<file path="src/sync_serial_pkg.sv">
// shared constants of the synchronous serial port
package sync_serial_pkg;
    // register byte offsets on the avalon slave
    localparam logic [3:0] CTRL_OFS = 4'h0;
    localparam logic [3:0] STAT_OFS = 4'h4;
    localparam logic [3:0] BUF_OFS = 4'h8;
    localparam logic [3:0] ADDR_OFS = 4'hC;
    // control register fields
    localparam int CTRL_WCOL = 7;
    localparam int CTRL_OV = 6;
    localparam int CTRL_EN = 5;
    localparam int CTRL_CKP = 4;
    localparam int CTRL_MODE_HI = 3;
    // status register fields
    localparam int STAT_SMP = 7;
    localparam int STAT_CKE = 6;
    localparam int STAT_DA = 5;
    localparam int STAT_STOP = 4;
    localparam int STAT_START = 3;
    localparam int STAT_RW = 2;
    localparam int STAT_UA = 1;
    localparam int STAT_BF = 0;
    // reset values
    localparam logic [7:0] CTRL_RST = 8'h00;
    localparam logic [7:0] STAT_RST = 8'h00;
    localparam logic [7:0] ADDR_RST = 8'h00;
    // mode codes held in the low control nibble
    localparam logic [3:0] MODE_M_DIV4 = 4'h0;
    localparam logic [3:0] MODE_M_DIV16 = 4'h1;
    localparam logic [3:0] MODE_M_DIV64 = 4'h2;
    localparam logic [3:0] MODE_M_SLOW = 4'h3;
    localparam logic [3:0] MODE_S_SEL = 4'h4;
    localparam logic [3:0] MODE_S_NOSEL = 4'h5;
    // serial clock half periods in system clock cycles
    localparam logic [5:0] HALF_DIV4 = 6'h02;
    localparam logic [5:0] HALF_DIV16 = 6'h08;
    localparam logic [5:0] HALF_DIV64 = 6'h20;
    localparam logic [5:0] HALF_SLOW = 6'h3F;
    // word geometry
    localparam int WORD_BITS = 8;
    localparam logic [4:0] LAST_EDGE = 5'h0F;
    localparam logic [4:0] END_TICK = 5'h10;
    localparam int FIFO_DEPTH = 4;
    // transfer sequencer states
    typedef enum logic [1:0] {
        ST_IDLE = 2'b01,
        ST_RUN = 2'b10
    } xfer_state_t;
endpackage

</file>
<file path="src/byte_stream_if.sv">
// valid/ready byte stream between the port and its receive fifo
`timescale 1ns/10ps
interface byte_stream_if #(parameter int W = 8);
    logic valid;
    logic ready;
    logic [W-1:0] data;
    modport source (output valid, output data, input ready);
    modport sink (input valid, input data, output ready);
endinterface // byte_stream_if

</file>
<file path="src/stream_fifo.sv">
// small flip-flop fifo with valid/ready on both sides
`timescale 1ns/10ps
module stream_fifo #(
    parameter int W = 8,
    parameter int D = 4
) (
    input wire logic clk_in,
    input wire logic nrst_in,
    input wire logic ce_in,
    byte_stream_if.sink fill,
    byte_stream_if.source drain
);
    localparam int PW = $clog2(D);
    logic [W-1:0] mem_q [D];
    logic [PW-1:0] wr_q;
    logic [PW-1:0] rd_q;
    logic [PW:0] cnt_q;
    logic push;
    logic pop;

    // honest full and empty straight from the fill count; the count is one bit
    // wider than the pointers, so a full count of D entries never wraps to 0
    assign fill.ready = (cnt_q != (PW + 1)'(D)) ? 1'b1 : 1'b0;
    assign drain.valid = (cnt_q != '0);
    assign drain.data = mem_q[rd_q];
    assign push = fill.valid & fill.ready;
    assign pop = drain.valid & drain.ready;

    // storage, one entry per generate step
    for (genvar i = 0; i < D; i++) begin : g_ent
        always_ff @(posedge clk_in or negedge nrst_in) begin
            if (!nrst_in) begin
                mem_q[i] <= '0;
            end else if (ce_in && push && wr_q == PW'(i)) begin
                mem_q[i] <= fill.data;
            end
        end
    end

    // pointers and count
    always_ff @(posedge clk_in or negedge nrst_in) begin
        if (!nrst_in) begin
            wr_q <= '0;
            rd_q <= '0;
            cnt_q <= '0;
        end else if (ce_in) begin
            if (push) begin
                wr_q <= (wr_q == PW'(D - 1)) ? '0 : wr_q + 1'b1;
            end
            if (pop) begin
                rd_q <= (rd_q == PW'(D - 1)) ? '0 : rd_q + 1'b1;
            end
            cnt_q <= cnt_q + (PW + 1)'(push) - (PW + 1)'(pop);
        end
    end
endmodule // stream_fifo

</file>
<file path="src/sync_serial_port_spi.sv">
// synchronous serial port, spi role, with avalon-mm register access
`timescale 1ns/10ps
module sync_serial_port_spi
    import sync_serial_pkg::*;
(
    input wire logic mclk_in,
    input wire logic nrst_in,
    input wire logic ce_in,
    input wire logic [3:0] avs_address_in,
    input wire logic avs_read_in,
    input wire logic avs_write_in,
    input wire logic [31:0] avs_writedata_in,
    input wire logic [3:0] avs_byteenable_in,
    output logic [31:0] avs_readdata_out,
    output logic avs_waitrequest_out,
    input wire logic sck_in,
    output logic sck_out,
    output logic sck_oe_n_out,
    input wire logic serial_in_pin_in,
    output logic serial_out_pin_out,
    output logic serial_out_oe_n_out,
    input wire logic slave_select_n_in,
    input wire logic i2c_start_seen_in,
    input wire logic i2c_stop_seen_in,
    input wire logic i2c_ack_seen_in,
    input wire logic i2c_addr_match_in,
    input wire logic i2c_rw_bit_in,
    input wire logic i2c_data_byte_in,
    input wire logic i2c_addr_update_in
);
    logic ack_q;
    logic [31:0] rdata_q;
    logic [7:0] ctrl_q;
    logic smp_q;
    logic cke_q;
    logic [7:0] own_addr_q;
    logic da_q;
    logic stop_q;
    logic start_q;
    logic rw_q;
    logic ua_q;
    logic sck_s1_q;
    logic sck_s2_q;
    logic sck_prev_q;
    logic sdi_s1_q;
    logic sdi_s2_q;
    logic ss_s1_q;
    logic ss_s2_q;
    xfer_state_t state_q;
    logic [7:0] tx_q;
    logic [7:0] rx_q;
    logic [7:0] rx_nx;
    logic [4:0] ecnt_q;
    logic [5:0] div_q;
    logic [5:0] half;
    logic msck_q;
    logic pend_q;
    logic acc_rd;
    logic acc_wr;
    logic [3:0] mode;
    logic en;
    logic idle_clock_polarity;
    logic is_master;
    logic is_slave;
    logic is_i2c;
    logic ss_active;
    logic slave_edge;
    logic mtick;
    logic end_tick;
    logic edge_ev;
    logic [3:0] k;
    logic shift_now;
    logic samp_now;
    logic late;
    logic done_ev;
    logic busy;
    logic wr_buf;
    logic [7:0] status;

    byte_stream_if #(.W(WORD_BITS)) rx_fill ();
    byte_stream_if #(.W(WORD_BITS)) rx_drain ();

    stream_fifo #(.W(WORD_BITS), .D(FIFO_DEPTH)) u_rx_fifo (
        .clk_in(mclk_in),
        .nrst_in(nrst_in),
        .ce_in(ce_in),
        .fill(rx_fill.sink),
        .drain(rx_drain.source)
    );

    // decoded configuration
    assign mode = ctrl_q[CTRL_MODE_HI:0];
    assign en = ctrl_q[CTRL_EN];
    assign idle_clock_polarity = ctrl_q[CTRL_CKP];
    assign is_master = en & (mode <= MODE_M_SLOW);
    assign is_slave = en & ((mode == MODE_S_SEL) | (mode == MODE_S_NOSEL));
    assign is_i2c = en & ~is_master & ~is_slave;
    assign ss_active = (mode != MODE_S_SEL) | ~ss_s2_q;
    assign busy = (state_q == ST_RUN) | pend_q | (is_slave & (ecnt_q != '0));

    // avalon: every access waits exactly one cycle, then completes
    assign avs_waitrequest_out = (avs_read_in | avs_write_in) & ~ack_q;
    assign acc_rd = avs_read_in & ack_q;
    assign acc_wr = avs_write_in & ack_q & avs_byteenable_in[0];
    assign wr_buf = acc_wr & (avs_address_in == BUF_OFS);
    assign avs_readdata_out = rdata_q;

    assign status = {smp_q, cke_q, da_q, stop_q, start_q, rw_q, ua_q, rx_drain.valid};

    // bus acknowledge and registered read data
    always_ff @(posedge mclk_in or negedge nrst_in) begin
        if (!nrst_in) begin
            ack_q <= 1'b0;
            rdata_q <= '0;
        end else if (ce_in) begin
            ack_q <= (avs_read_in | avs_write_in) & ~ack_q;
            if (avs_read_in && !ack_q) begin
                case (avs_address_in)
                    CTRL_OFS: rdata_q <= {24'h000000, ctrl_q};
                    STAT_OFS: rdata_q <= {24'h000000, status};
                    BUF_OFS: rdata_q <= {24'h000000, rx_drain.data};
                    ADDR_OFS: rdata_q <= {24'h000000, own_addr_q};
                    default: rdata_q <= '0; // unmapped reads zero
                endcase
            end
        end
    end

    // reading the buffer frees its fifo slot
    assign rx_drain.ready = acc_rd & (avs_address_in == BUF_OFS);

    // control register; hardware sets of the sticky errors win over a clear
    always_ff @(posedge mclk_in or negedge nrst_in) begin
        if (!nrst_in) begin
            ctrl_q <= CTRL_RST;
        end else if (ce_in) begin
            if (acc_wr && avs_address_in == CTRL_OFS) begin
                ctrl_q <= avs_writedata_in[7:0];
            end
            if (wr_buf && busy) begin
                ctrl_q[CTRL_WCOL] <= 1'b1;
            end
            if (done_ev && !rx_fill.ready) begin
                ctrl_q[CTRL_OV] <= 1'b1; // word lost, fifo was full
            end
        end
    end

    // writable status bits and own address
    always_ff @(posedge mclk_in or negedge nrst_in) begin
        if (!nrst_in) begin
            smp_q <= STAT_RST[STAT_SMP];
            cke_q <= STAT_RST[STAT_CKE];
            own_addr_q <= ADDR_RST;
        end else if (ce_in) begin
            if (acc_wr && avs_address_in == STAT_OFS) begin
                smp_q <= avs_writedata_in[STAT_SMP];
                cke_q <= avs_writedata_in[STAT_CKE];
            end
            if (acc_wr && avs_address_in == ADDR_OFS) begin
                own_addr_q <= avs_writedata_in[7:0];
            end
        end
    end

    // bus condition flags reported by the i2c engine
    always_ff @(posedge mclk_in or negedge nrst_in) begin
        if (!nrst_in) begin
            start_q <= STAT_RST[STAT_START];
            stop_q <= STAT_RST[STAT_STOP];
            rw_q <= STAT_RST[STAT_RW];
            da_q <= STAT_RST[STAT_DA];
            ua_q <= STAT_RST[STAT_UA];
        end else if (ce_in) begin
            if (!is_i2c) begin
                start_q <= 1'b0;
                stop_q <= 1'b0;
                rw_q <= 1'b0;
            end else begin
                if (i2c_start_seen_in) begin
                    start_q <= 1'b1;
                    stop_q <= 1'b0;
                end else if (i2c_stop_seen_in) begin
                    stop_q <= 1'b1;
                    start_q <= 1'b0;
                end
                // capture wins over the clearing conditions
                if (i2c_addr_match_in) begin
                    rw_q <= i2c_rw_bit_in;
                end else if (i2c_start_seen_in || i2c_stop_seen_in || i2c_ack_seen_in) begin
                    rw_q <= 1'b0;
                end
                da_q <= i2c_data_byte_in;
                ua_q <= i2c_addr_update_in;
            end
        end
    end

    // pin synchronisers, two stages before any use
    always_ff @(posedge mclk_in or negedge nrst_in) begin
        if (!nrst_in) begin
            sck_s1_q <= 1'b0;
            sck_s2_q <= 1'b0;
            sdi_s1_q <= 1'b0;
            sdi_s2_q <= 1'b0;
            ss_s1_q <= 1'b1;
            ss_s2_q <= 1'b1;
        end else if (ce_in) begin
            sck_s1_q <= sck_in;
            sck_s2_q <= sck_s1_q;
            sdi_s1_q <= serial_in_pin_in;
            sdi_s2_q <= sdi_s1_q;
            ss_s1_q <= slave_select_n_in;
            ss_s2_q <= ss_s1_q;
        end
    end

    // slave edge finder; outside slave mode the reference sits at idle,
    // so a line not at idle on enable would fake an edge
    always_ff @(posedge mclk_in or negedge nrst_in) begin
        if (!nrst_in) begin
            sck_prev_q <= 1'b0;
        end else if (ce_in) begin
            sck_prev_q <= is_slave ? sck_s2_q : idle_clock_polarity;
        end
    end
    assign slave_edge = is_slave & ss_active & (sck_s2_q != sck_prev_q);

    // master clock rate from the mode, ignored in slave operation
    always_comb begin
        case (mode)
            MODE_M_DIV4: half = HALF_DIV4;
            MODE_M_DIV16: half = HALF_DIV16;
            MODE_M_DIV64: half = HALF_DIV64;
            default: half = HALF_SLOW;
        endcase
    end

    // master sequencer: 16 clock toggles then one idle half period
    assign mtick = (state_q == ST_RUN) & (div_q == '0);
    assign end_tick = mtick & (ecnt_q == END_TICK);
    always_ff @(posedge mclk_in or negedge nrst_in) begin
        if (!nrst_in) begin
            state_q <= ST_IDLE;
            div_q <= '0;
            msck_q <= 1'b0;
            pend_q <= 1'b0;
        end else if (ce_in) begin
            case (state_q)
                ST_IDLE: begin
                    msck_q <= idle_clock_polarity;
                    if (wr_buf && !busy) begin
                        pend_q <= is_master;
                    end else if (pend_q && is_master && rx_fill.ready) begin
                        pend_q <= 1'b0; // start only with room for the reply
                        div_q <= half - 1'b1;
                        state_q <= ST_RUN;
                    end else if (!is_master) begin
                        pend_q <= 1'b0;
                    end
                end
                ST_RUN: begin
                    if (!is_master) begin
                        state_q <= ST_IDLE;
                    end else if (mtick) begin
                        div_q <= half - 1'b1;
                        if (end_tick) begin
                            state_q <= ST_IDLE;
                        end else begin
                            msck_q <= ~msck_q;
                        end
                    end else begin
                        div_q <= div_q - 1'b1;
                    end
                end
                default: state_q <= ST_IDLE;
            endcase
        end
    end

    // edge bookkeeping: even edges leave idle, odd edges return to it
    assign edge_ev = (mtick & ~end_tick) | slave_edge;
    assign k = ecnt_q[3:0];
    assign late = smp_q & is_master;
    assign shift_now = edge_ev & (cke_q ? (k[0] & (k != 4'hF)) : (~k[0] & (k != 4'h0)));
    always_comb begin
        samp_now = 1'b0;
        if (edge_ev) begin
            if (late) begin
                samp_now = cke_q ? k[0] : (~k[0] & (k != 4'h0));
            end else begin
                samp_now = cke_q ? ~k[0] : k[0];
            end
        end
        if (end_tick && late && !cke_q) begin
            samp_now = 1'b1; // last late sample after the final edge
        end
    end
    assign done_ev = is_master ? end_tick : (slave_edge & (ecnt_q == LAST_EDGE));
    assign rx_nx = samp_now ? {rx_q[6:0], sdi_s2_q} : rx_q;

    // edge counter, cleared per word and when the select goes away
    always_ff @(posedge mclk_in or negedge nrst_in) begin
        if (!nrst_in) begin
            ecnt_q <= '0;
        end else if (ce_in) begin
            if (!en || (is_slave && !ss_active) || done_ev || (state_q == ST_IDLE && is_master)) begin
                ecnt_q <= '0;
            end else if (edge_ev || end_tick) begin
                ecnt_q <= ecnt_q + 1'b1;
            end
        end
    end

    // shift registers: msb out first, in from the data input
    always_ff @(posedge mclk_in or negedge nrst_in) begin
        if (!nrst_in) begin
            tx_q <= '0;
            rx_q <= '0;
        end else if (ce_in) begin
            rx_q <= rx_nx;
            if (wr_buf && !busy) begin
                tx_q <= avs_writedata_in[7:0];
            end else if (shift_now) begin
                tx_q <= {tx_q[6:0], 1'b0};
            end
        end
    end

    // completed word enters the receive fifo unless it is full, and raises buffer full
    assign rx_fill.valid = done_ev;
    assign rx_fill.data = rx_nx;

    // pins: enables are active low while driving
    assign sck_out = msck_q;
    assign sck_oe_n_out = ~is_master;
    assign serial_out_pin_out = tx_q[7];
    assign serial_out_oe_n_out = ~(is_master | (is_slave & ss_active));
endmodule // sync_serial_port_spi

</file>
<file path="config.mk">
export PLATFORM = sky130hd
export DESIGN_NAME = sync_serial_port_spi
export DESIGN_NICKNAME = d
export VERILOG_FILES = /design/src/sync_serial_pkg.sv /design/src/byte_stream_if.sv /design/src/stream_fifo.sv /design/src/sync_serial_port_spi.sv
export SDC_FILE = /design/constraint.sdc
export NUM_CORES = 1
export LEC_CHECK = 0
export BUFFER_PORTS_ARGS = -buffer_cell sky130_fd_sc_hd__buf_2
export CAP_MARGIN = 20
export CORE_UTILIZATION = 48
export CTS_CLUSTER_SIZE = 14
export DETAILED_ROUTE_END_ITERATION = 12
export HOLD_SLACK_MARGIN = 0.12
export PLACE_DENSITY = 0.69
export SYNTH_ARGS = -nofsm -noshare
export SYNTH_HDL_FRONTEND = slang
export SYNTH_SLANG_ARGS = --single-unit
</file>
<file path="constraint.sdc">
create_clock -name mclk_in -period 5.2 [get_ports mclk_in]
set_clock_uncertainty 0.2 [all_clocks]
set_input_delay 1.04 -clock mclk_in [delete_from_list [all_inputs] [get_ports mclk_in]]
set_output_delay 1.04 -clock mclk_in [all_outputs]
set_load 0.05 [all_outputs]
</file>
==> results list, run 1 <==
- Outcome: finished with violations
- Violated checks: DRC
- The net count of the finished layout is 638.
- The number of antenna violations at the first check in global routing was 0.
- For this design the total switching power over the nets is 533 µW.
* Post-synthesis instance total: 532
* Diode insertion count for antenna repair: 0
- Input and output buffers added on the ports amount to 40.
- Start-to-end type of the worst setup path: in -> reg
- Via count of the first global-routing pass: 4046
- First drt pass iteration count: 12
* Die span in y: 112 µm
- For this design the ratio of total power to cell area is 302 nW/µm².
- Site Rows: 39
* Synth-to-layout area growth: 9.67%
- Counting tap cells, the placed design contains a total of 702 instances.
- Entering global routing, the biggest net connects 79 pins.
* Lkg Pwr: 3.01 nW
- Clock input transition at the sequential cells of the worst setup and hold paths: 0.07 ns
* Final hold slack: 0.278 ns
* Kind of start point of the critical path: input port
* CP arrival: 3.53 ns
- Req. time, crit path: 5.24 ns
* Post_cts resized: 0
- Of the total power, the clock network draws 0.364.
* Remaining antenna violation count after routing: 0
* Internal: 1.38 mW
- Time the worst path needs with I/O delays and setup: 3.49 ns
* Remaining DRCs: 12
- Global-route wire length before repair: 20100 µm
* Number of failing hold endpoints at the final stage: 0
- Number of synthesized flops with an enable pin: 0
- After detailed routing, the average wire length per cell comes to 16.6 µm.
- Of the cells placed in the final design, the portion with a size suffix greater than 1 is 0.275.
- Headroom to the max-slew limit came out at 0.351.
- Number of buffers added by the clock tree synthesis step: 9
- Seq pwr share: 0.496
* Class of the worst hold path: reg -> reg
- After clock tree synthesis, the setup repair step added 0 buffers.
* Area of the core: 11600 µm²
- The die covers 12400 µm².
- Final-layout fill cell count: 963
- Across every metal layer, demand over resource in global routing totals 0.206.
* Final std cells w/o fill: 718
- The placed instances occupy a cell area of 6020 µm².
* Share of total power consumed by net switching: 0.279
- The root buffer cell chosen for the clock tree is clkbuf_16.
- For this run, the leading register cell type out of synthesis is dfrtp_1.
- HPWL Detailed: 8420 µm
- Share of flip-flops with an asynchronous set or reset after synthesis: 1.00
* Count of final max-slew check failures: 0
- Number of synthesized register bits: 109
- Across all layers, the routed design uses 4096 vias.
- Mean post-synth cell area: 10.8 µm²
- Setup repair after global routing left no endpoint under its margin.
- Horizontal die dimension: 112 µm
- At the end of routability-driven placement, the weighted congestion stood at 0.820.
- Initial detailed-routing violation count: 319
- Fraction of power consumed by combinational cells: 0.140
* TritonCTS clock tree: yes
* Num ports: 92
- Top fanout value on the critical path: 14
- After detailed routing, the number of vias per cell comes to 5.70.
- Warnings, synthesis: 0
- Cell area after synthesis: 5760 µm²
- The clock passes through at most 2 buffers.
- Insertion delay of the later-clocked pin in the worst-skew pair: 0.35 ns
- Max capacitance violation total: 0
- The worst-case IR drop observed on VDD is 0.169 mV.
- For this run, the share of the core covered by cells in the final layout is 0.546.
- Summed area of non-filler cells in the final layout: 6320 µm²
* Finish-stage setup viols: 0
- Count of cell types in the netlist: 65
- Post-CTS Hold Buffers: 0
* Sinks on Clock Net: 109
- Wire length after detailed routing: 11900 µm
- Starting density of the core: 0.498
* Final-layout setup total negative slack: 0 ns
* Transition at the pin with the smallest max-transition slack: 0.974 ns
- The share of the Yosys chip area taken by registers is 0.474.
* Highest clock rate: 286 MHz
- H-Tree Level Count: 3
- In the finished design, the share of the clock period the worst path needs comes to 0.672.
* Setup crit end kind: register
* Congestion Overflow GR: 0
## cell type report
| class | count | area (µm²) | area share |
|---|---|---|---|
| inverter | 24 | 90.1 | 0.0143 |
| clock inverter | 5 | 57.6 | 0.00911 |
| tap | 143 | 179 | 0.0283 |
| clock buffer | 11 | 243 | 0.0384 |
| timing repair buffer | 48 | 263 | 0.0416 |
| multi-input combinational | 378 | 2750 | 0.436 |
| sequential | 109 | 2730 | 0.432 |
## stage by stage
step / worst slack (ns) / total power [mW]
2_1_floorplan: 1.74 / 1.17
3_3_place_gp: 1.38 / 1.22
3_5_place_dp: 1.36 / 1.23
4_1_cts: 1.73 / 1.93
5_1_grt: 1.54 / 1.99
6_report: 1.71 / 1.91
## path summary, 6_finish.rpt
path	to	cells past startpoint	slack [ns]	startpoint
setup / recovery	u_rx_fifo.cnt_q[2]	11	1.71	avs_address_in[3]
hold / removal	div_q[1]	1	0.28	div_q[1]
setup reg to reg	tx_q[3]	7	1.99	ecnt_q[0]
hold reg to reg	div_q[1]	1	0.28	div_q[1]
max in group asynchronous	rx_q[7]	2	3.19	nrst_in
min in group asynchronous	own_addr_q[2]	1	0.64	nrst_in
## per-layer routing
metal  routed length (µm)  share of wire  up-vias  global-route usage
li1                     -              -     1964                   -
met1                 5620           0.47     1983               0.284
met2                 5430           0.45      131               0.322
met3                  627          0.053       18              0.0289
met4                  262          0.022        0               0.103
met5                    0              0        -                   0
## cells in the final DEF, fill, tap and decap left out, types with 3 or more instances in the layout
master / netlist / final
nand3_1: 8 / 8
clkbuf_16: 0 / 9
o31ai_1: 3 / 3
nand4_1: 5 / 5
o22a_1: 3 / 3
nor2b_1: 3 / 3
ha_1: 12 / 12
and3_1: 3 / 3
xnor2_1: 5 / 5
mux2i_1: 9 / 9
or3_2: 6 / 6
dfstp_2: 3 / 3
o21ai_0: 20 / 20
inv_1: 24 / 24
a21o_1: 3 / 3
nor3_1: 4 / 4
nand3b_1: 3 / 3
o21ai_2: 9 / 9
a22o_1: 6 / 6
or3b_2: 4 / 4
a211oi_1: 6 / 6
mux2_2: 52 / 52
a21oi_1: 23 / 23
buf_2: 3 / 39
nor2_1: 53 / 53
dfrtp_1: 106 / 106
nand2_1: 28 / 28
nand2b_1: 3 / 3
a31oi_1: 36 / 36
mux4_2: 8 / 8
conb_1: 1 / 24
buf_4: 24 / 9
## power by group through the flow
| stage | sequential, mW | combinational [mW] | clock [mW] |
|---|---|---|---|
| after CTS | 0.948 | 0.269 | 0.714 |
| final | 0.948 | 0.267 | 0.695 |
| after floorplan | 0.950 | 0.217 | 0 |
| after detailed placement | 0.965 | 0.267 | 0 |
| after global placement | 0.962 | 0.262 | 0 |
| after global routing | 0.957 | 0.293 | 0.742 |
## sequential cells by signal (all words and copies together), names as in the netlist, 2 cells and up
name / count
avs_readdata_out: 8
ctrl_q: 8
div_q: 6
ecnt_q: 5
own_addr_q: 8
rx_q: 8
state_q: 2
tx_q: 8
u_rx_fifo.cnt_q: 3
u_rx_fifo.mem_q: 32
u_rx_fifo.rd_q: 2
u_rx_fifo.wr_q: 2
## Yosys cell counts (8+ instances only)
cell,number,area share
nand3_1,8,0.0070
ha_1,12,0.026
mux4_2,8,0.031
nor2_1,53,0.035
nand2_1,28,0.018
mux2i_1,9,0.016
buf_4,24,0.031
dfrtp_1,106,0.46
o21ai_2,9,0.014
inv_1,24,0.016
clkbuf_1,13,0.0085
mux2_2,52,0.10
a31oi_1,36,0.039
o21ai_0,20,0.017
a21oi_1,23,0.020
## critical path, cell delays in order
cell and delay (ns):
buf_2 0.26, or4b_2 0.65, nor3_1 0.32, ha_1 0.29, inv_1 0.05, ha_1 0.13, inv_1 0.05, fa_1 0.37
xor2_1 0.14, nand2_1 0.08, xnor2_1 0.14
## logic make-up after synthesis
logic type      after synthesis  share of synthesized area
flops                       109                      0.474
buf+inv                      68                     0.0639
simple gates                140                      0.128
compound gates              125                      0.145
other cells                   1                   0.000651
xor+xnor                      7                     0.0106
fa+ha+maj                    13                     0.0295
mux                          69                      0.149
(Power assumes the default switching activity.)
==> run 2: changes to the inputs <==
Clock period 5.2 ns to 3.5 ns, I/O delays scaled along.
==> run 2 against run 1 <==
Compared with the run above:
- the flow still finishes with violations (DRC)
- setup slack got worse by 1.3 ns
- sequential share of layout area fell by 0.60 points
- hold slack got worse by 0.13 ns
- largest power group unchanged
- critical path type unchanged
- clock power rose by 60%
- sequential power rose by 49%
- sequential cell count did not move
- total power rose by 53%
- core utilization rose by 0.77 points
- via count rose by 2.3%
==> results list, run 2 (synthesized netlist as in run 1, its figures left out) <==
- The final reports fail on DRC.
* Setup fix buffers added after clock tree synthesis: 0 (unchanged)
- The register-to-register setup slack came to 0.46 ns (-1.53 ns).
* Finish-stage setup viols: 0 (unchanged)
- The initial DRC count is 317 (-0.63%).
- The number of standard cells in the layout, taps in and fillers out is 725 (+0.97%).
- Pre-CTS setup slack: 0.0112 ns (-1.35 ns)
* Mean routed wirelength per cell: 16.7 µm (+0.69%)
* Port-buffer cells: 40 (unchanged)
- Synth-to-layout area growth: 11.2%
* Count of cells along the worst register-to-register path: 11 (+4)
- Top delay family on crit path: simple AND/OR/NAND/NOR gates
* Start-to-end type of the worst setup path: in -> reg
- The number of max-slew violations in the final report was 0 (unchanged).
- Number of antenna violations at the first check in global routing: 0 (unchanged)
* Total die area: 12400 µm² (unchanged)
- Leading cell types in the layout, fill and taps excluded: dfrtp_1, nor2_1, mux2_2
* Time the worst path needs with I/O delays and setup: 3.10 ns
- The slowest stage of the critical path belongs to the cell or4b_2.
- The data required time at the worst endpoint came to 3.54 ns (-1.70 ns).
* Delay contributed by the slowest stage of the critical path: 0.71 ns (+0.06 ns)
- Clock input transition at the sequential cells of the worst setup and hold paths: 0.07 ns (about the same)
* Max-slew headroom: 0.603 (+0.253)
- The biggest fanout along the worst timing path is 3 (-11).
* Global-route wire length before repair: 20400 µm (+1.3%)
- Site Rows: 39 (unchanged)
- The endpoint identified for the worst register-to-register timing path is u_rx_fifo.cnt_q[2].
- The least setup slack across all paths after layout came to 0.398 ns (-1.31 ns).
- The vias after detailed routing was 4191 (+2.3%).
- Setup crit end kind: register
- The total wire length after detailed routing came to 12100 µm (+1.7%).
* Insertion delay of the later-clocked pin in the worst-skew pair: 0.35 ns (about the same)
* Area of the core: 11600 µm² (unchanged)
- Setup repair after global routing left no endpoint under its margin.
- The run finished, with violations left.
- Commonest non-fill, non-tap cell in the layout: dfrtp_1
- Layout cells sized above 1: 0.285 (+0.0104)
* Final-layout setup total negative slack: 0 ns (unchanged)
- Kind of start point of the critical path: input port
* Number of buffers added by the clock tree synthesis step: 9 (unchanged)
* Sinks on Clock Net: 109 (unchanged)
* Flip-flop count of the largest register after layout: 32 (unchanged)
* Net count reported at finish: 645 (+1.1%)
- The arrival time of the worst setup path was 3.14 ns (-0.39 ns).
- Clock root buffer master: clkbuf_16
* Starting density of the core: 0.498 (unchanged)
- Largest Register: u_rx_fifo.mem_q
- Buffers and inverters on the worst path: 3 (unchanged)
- TritonCTS clock tree: yes
- The last weighted congestion value of the routability-driven placer came to 0.839 (+2.3%).
- The cell total after placement is 709 (+1.0%).
- In this run the critical register-to-register path is launched from ecnt_q[0].
- Num ports: 92 (unchanged)
* Post-layout utilization of the core: 0.554 (+0.00768)
* Via count of the first global-routing pass: 4045 (-0.025%)
- The count of antenna-violating nets left after detailed routing is 0 (unchanged).
- The total global routing track utilization was 0.208 (+0.00191).
- The post-detailed-route via-to-cell ratio came to 5.78 (+1.3%).
- Lkg Pwr: 3.05 nW (+1.5%)
- The peak ir drop on the vdd network was 0.208 mV (+23%).
- The clock tree buffer depth was 2 (unchanged).
* HPWL Detailed: 8700 µm (+3.3%)
- Horizontal die dimension: 112 µm (unchanged)
* Power Dens Cells: 457 nW/µm² (+51%)
* Post-CTS Hold Buffers: 0 (unchanged)
* Maximum number of pins on one net before global-route repair: 65 (-18%)
* H-Tree Level Count: 3 (unchanged)
- Portion of the clock cycle consumed by the worst path in the final layout: 0.886
- The slew of the pin with the lowest slew margin was 0.587 ns (-0.387 ns).
- Number of failing hold endpoints at the final stage: 0 (unchanged)
- Post_cts resized: 0 (unchanged)
- Diode insertion count for antenna repair: 0 (unchanged)
- The height of the chip came to 112 µm (unchanged).
- The path class of the tightest hold or removal check is in -> async.
- The global route total overflow came to 0 (unchanged).
- Max capacitance violation total: 0 (unchanged)
- The first-pass iteration count of the detailed router is 12 (unchanged).
- The DRC violation count after routing came to 12 (unchanged).
- Worst path cell trace: buf_2 > or4b_2 > nor3_1 > ha_1 > inv_1 > ha_1 > inv_1 > fa_1 > xor2_1 > nand2_1 > xnor2_1
- Derived from the worst setup path, the maximum achievable clock frequency is 322 MHz.
==> run 2: final cells by class <==
| class | instances | area, µm² |
|---|---|---|
| fillers | 983 | 5160 |
| multi-input cells | 378 | 2750 |
| flip-flops and latches | 109 | 2730 |
| repair buffers | 55 | 328 |
| clock buffers | 9 | 225 |
| well taps | 143 | 179 |
| clock inverters | 7 | 98.8 |
| inverters | 24 | 90.1 |
==> run 2: worst max path at each step <==
stage,startpoint,to,slack (ns),cells after the start
after CTS,avs_address_in[1],u_rx_fifo.cnt_q[2],0.37,11
after global routing,ecnt_q[0],u_rx_fifo.cnt_q[2],0.24,11
final,avs_address_in[1],u_rx_fifo.cnt_q[2],0.40,11
after detailed placement,avs_address_in[1],u_rx_fifo.cnt_q[2],0.01,11
after global placement,avs_address_in[1],u_rx_fifo.cnt_q[2],0.10,11
after floorplan,avs_address_in[1],u_rx_fifo.cnt_q[2],0.38,10
==> run 2: layer usage <==
| layer | vias to the layer above | GRT usage | share of wire |
|---|---|---|---|
| met2 | 111 | 0.327 | 0.47 |
| met5 | - | 0 | 0 |
| met1 | 2083 | 0.291 | 0.47 |
| li1 | 1981 | - | - |
| met4 | 0 | 0.0784 | 0.020 |
| met3 | 16 | 0.0338 | 0.040 |
==> run 2: where the power goes <==
group          leakage, nW  internal [mW]  switching [mW]
sequential            1.45           1.33          0.0809
clock                0.156          0.631           0.478
combinational         1.44          0.151           0.259
==> run 2: stage by stage <==
stage / hold slack, ns / cell area [µm²] / power (mW)
final: 0.150 / 6400 / 2.93
after global routing: 0.205 / 6400 / 3.04
after CTS: 0.181 / 6400 / 2.94
after detailed placement: 0.265 / 6080 / 1.84
after global placement: 0.261 / 6080 / 1.83
after floorplan: 0.204 / 5850 / 1.73
==> run 3: changes to the inputs <==
Settings changed: PLACE_DENSITY 0.69 to 0.72.
Clock period 3.5 ns to 2.5 ns, I/O delays scaled along.
==> run 3 against run 2 <==
Compared with the run above:
- the flow finishes with violations (DRC, setup timing)
- critical endpoint is now u_rx_fifo.mem_q[18]
- highest routed layer unchanged
- total power rose by 44%
- via count rose by 12%
- first-iteration DRC count rose by 57%
- hold slack improved by 0.030 ns
- critical path depth fell by 2
- core utilization rose by 8.6 points
- critical path type is now reg -> reg
- die area did not move
==> results list, run 3 (synthesized netlist as in run 1, its figures left out) <==
* Start-to-end type of the worst setup path: reg -> reg
- Weighted congestion reported at the end of routability-driven placement: 0.861 (+2.6%)
- Max capacitance violation total: 0 (unchanged)
- Site Rows: 39 (unchanged)
- The placeable core area was 11600 µm² (unchanged).
- The die boundary width was 112 µm (unchanged).
* Class of the worst hold path: in -> reg
* Top fanout value on the critical path: 8 (+5)
* Vias per cell: 5.86 (+1.4%)
- The number of max-slew violations in the final report came to 0 (unchanged).
- Congestion Overflow GR: 0 (unchanged)
- CTS placed an instance of clkbuf_16 at the clock tree root.
- Storage element area: 2730 µm² (unchanged)
- The arrival time of the worst setup path came to 2.67 ns (-0.47 ns).
* Maximum number of pins on one net before global-route repair: 86 (+32%)
* Commonest non-fill, non-tap cell in the layout: dfrtp_1
- The half-perimeter wire length of the detailed placement result was 9310 µm (+7.0%).
- Global-route wire length before repair: 22800 µm (+12%)
* Diode insertion count for antenna repair: 0 (unchanged)
- Synth-to-layout area growth: 28.5%
* Multi-input gate area: 3080 µm² (+12%)
- Insertion delay of the later-clocked pin in the worst-skew pair: 0.36 ns (about the same)
* Routed via count: 4679 (+12%)
* H-Tree Level Count: 3 (unchanged)
* Placed Instances: 756 (+6.6%)
- Total die area: 12400 µm² (unchanged)
- Number of buffers added by the clock tree synthesis step: 9 (unchanged)
- The leakage power is 3.51 nW (+15%).
* Fin worst setup slack: -0.110 ns (-0.509 ns)
- The number of flip-flops under the largest register name came to 32 (unchanged).
- Setup repair after global routing could not meet its margin everywhere.
* Setup crit end kind: register
- The number of standard cells in the layout, taps in and fillers out came to 798 (+10%).
- First drt pass iteration count: 12 (unchanged)
* Remaining DRCs: 12 (unchanged)
* Remaining antenna violation count after routing: 0 (unchanged)
- The top cell types in the final layout, fill and taps aside, are dfrtp_1, buf_4, nor2_1.
- Sinks on Clock Net: 109 (unchanged)
* Via count of the first global-routing pass: 4631 (+14%)
* Initial detailed-routing violation count: 498 (+57%)
- Maximum root-to-sink buffer count: 2 (unchanged)
- TritonCTS clock tree: yes
* Starting density of the core: 0.498 (unchanged)
- More flip-flops sit in one register than any other, and that register is u_rx_fifo.mem_q.
* Total global-route track usage: 0.233 (+0.0253)
- CP startpoint: ecnt_q[3]
- Worst IR Drop VDD: 0.327 mV (+57%)
* Number of antenna violations at the first check in global routing: 0 (unchanged)
- Layout cells sized above 1: 0.405 (+0.119)
- Die span in y: 112 µm (unchanged)
- The total wire length after detailed routing was 14900 µm (+23%).
- The number of buffer cells added on primary ports came to 40 (unchanged).
- The data required time at the worst endpoint came to 2.56 ns (-0.98 ns).
- Worst Hold Launch: serial_in_pin_in
- Final hold slack: 0.180 ns (+0.0301 ns)
- The mean routed wirelength per cell came to 18.7 µm (+12%).
- For the finished layout, the period the worst path requires is 2.61 ns.
- Kind of start point of the critical path: register
- Power Dens Cells: 571 nW/µm² (+25%)
- The core utilization of the finished layout was 0.640 (+0.0862).
- Final-layout fill cell count: 844 (-14%)
- Outcome: finished with violations
* Highest clock rate: 383 MHz
- The number of top-level design ports was 92 (unchanged).
- Of the available clock period, the critical path in the final layout requires 1.04.
* Number of failing hold endpoints at the final stage: 0 (unchanged)
- The final setup violation count came to 17 (+17).
* Net count reported at finish: 718 (+11%)
- In this run the critical register-to-register path is launched from ecnt_q[3].
- The checks that failed: DRC, setup timing.
- The clock slew seen by the registers of the worst setup and hold paths was 0.07 ns (about the same).
[run 3: power by group]
| group | switching, mW | total [mW] | internal, mW |
|---|---|---|---|
| registers | 0.0761 | 1.93 | 1.86 |
| logic | 0.449 | 0.727 | 0.277 |
| clock network | 0.675 | 1.57 | 0.890 |
[run 3: per-layer routing]
metal | global-route usage | share of wire
met1 | 0.300 | 0.42
met4 | 0.0847 | 0.022
met3 | 0.0403 | 0.052
met5 | 0 | 0
met2 | 0.398 | 0.51
[run 3: worst paths after layout]
path	endpoint	slack, ns	depth (start not counted)
max in group asynchronous	state_q[0]	0.92	3
hold reg to reg	avs_readdata_out[5]	0.28	2
hold / removal	sdi_s1_q	0.18	2
setup / recovery	u_rx_fifo.mem_q[18]	-0.11	9
setup reg to reg	u_rx_fifo.mem_q[18]	-0.11	9
min in group asynchronous	sck_s1_q	0.40	2
[run 3: layout make-up]
cell class	count	area share
multi-input combinational	378	0.416
sequential	109	0.369
timing repair buffer	128	0.135
clock buffer	10	0.0309
tap	143	0.0242
clock inverter	6	0.0127
inverter	24	0.0122
[run 3: timing repair]
| action | in CTS | in global routing |
|---|---|---|
| buffers inserted | 17 | 4 |
| pin swaps | 14 | 44 |
| gates resized for setup | 29 | 58 |
| cloned | 1 | 4 |
| endpoints found under the setup margin | 42 | 56 |
| hold buffers | 1 | 0 |
| hold endpoints to repair | 22 | 0 |
[run 3: worst max-delay path, stage by stage, from the launching register on]
cell and delay [ns]:
dfrtp_1 0.39, buf_4 0.16, or4bb_4 0.56, nand3_4 0.08, a222oi_1 0.10, buf_4 0.17
buf_8 0.14, buf_6 0.12, or3_4 0.37, a31oi_4 0.23
[run 3: per-stage QoR]
step                      setup WS [ns]  total power, mW  instance area (µm²)  setup TNS [ns]
after global placement           -0.389             2.63                 6520           -1.62
after CTS                       -0.0696             4.21                 7090         -0.0696
after floorplan                  -0.221             2.43                 5920           -6.33
final                            -0.110             4.22                 7400          -0.497
after detailed placement         -0.439             2.65                 6520           -4.34
after global routing             -0.212             4.38                 7400           -2.89
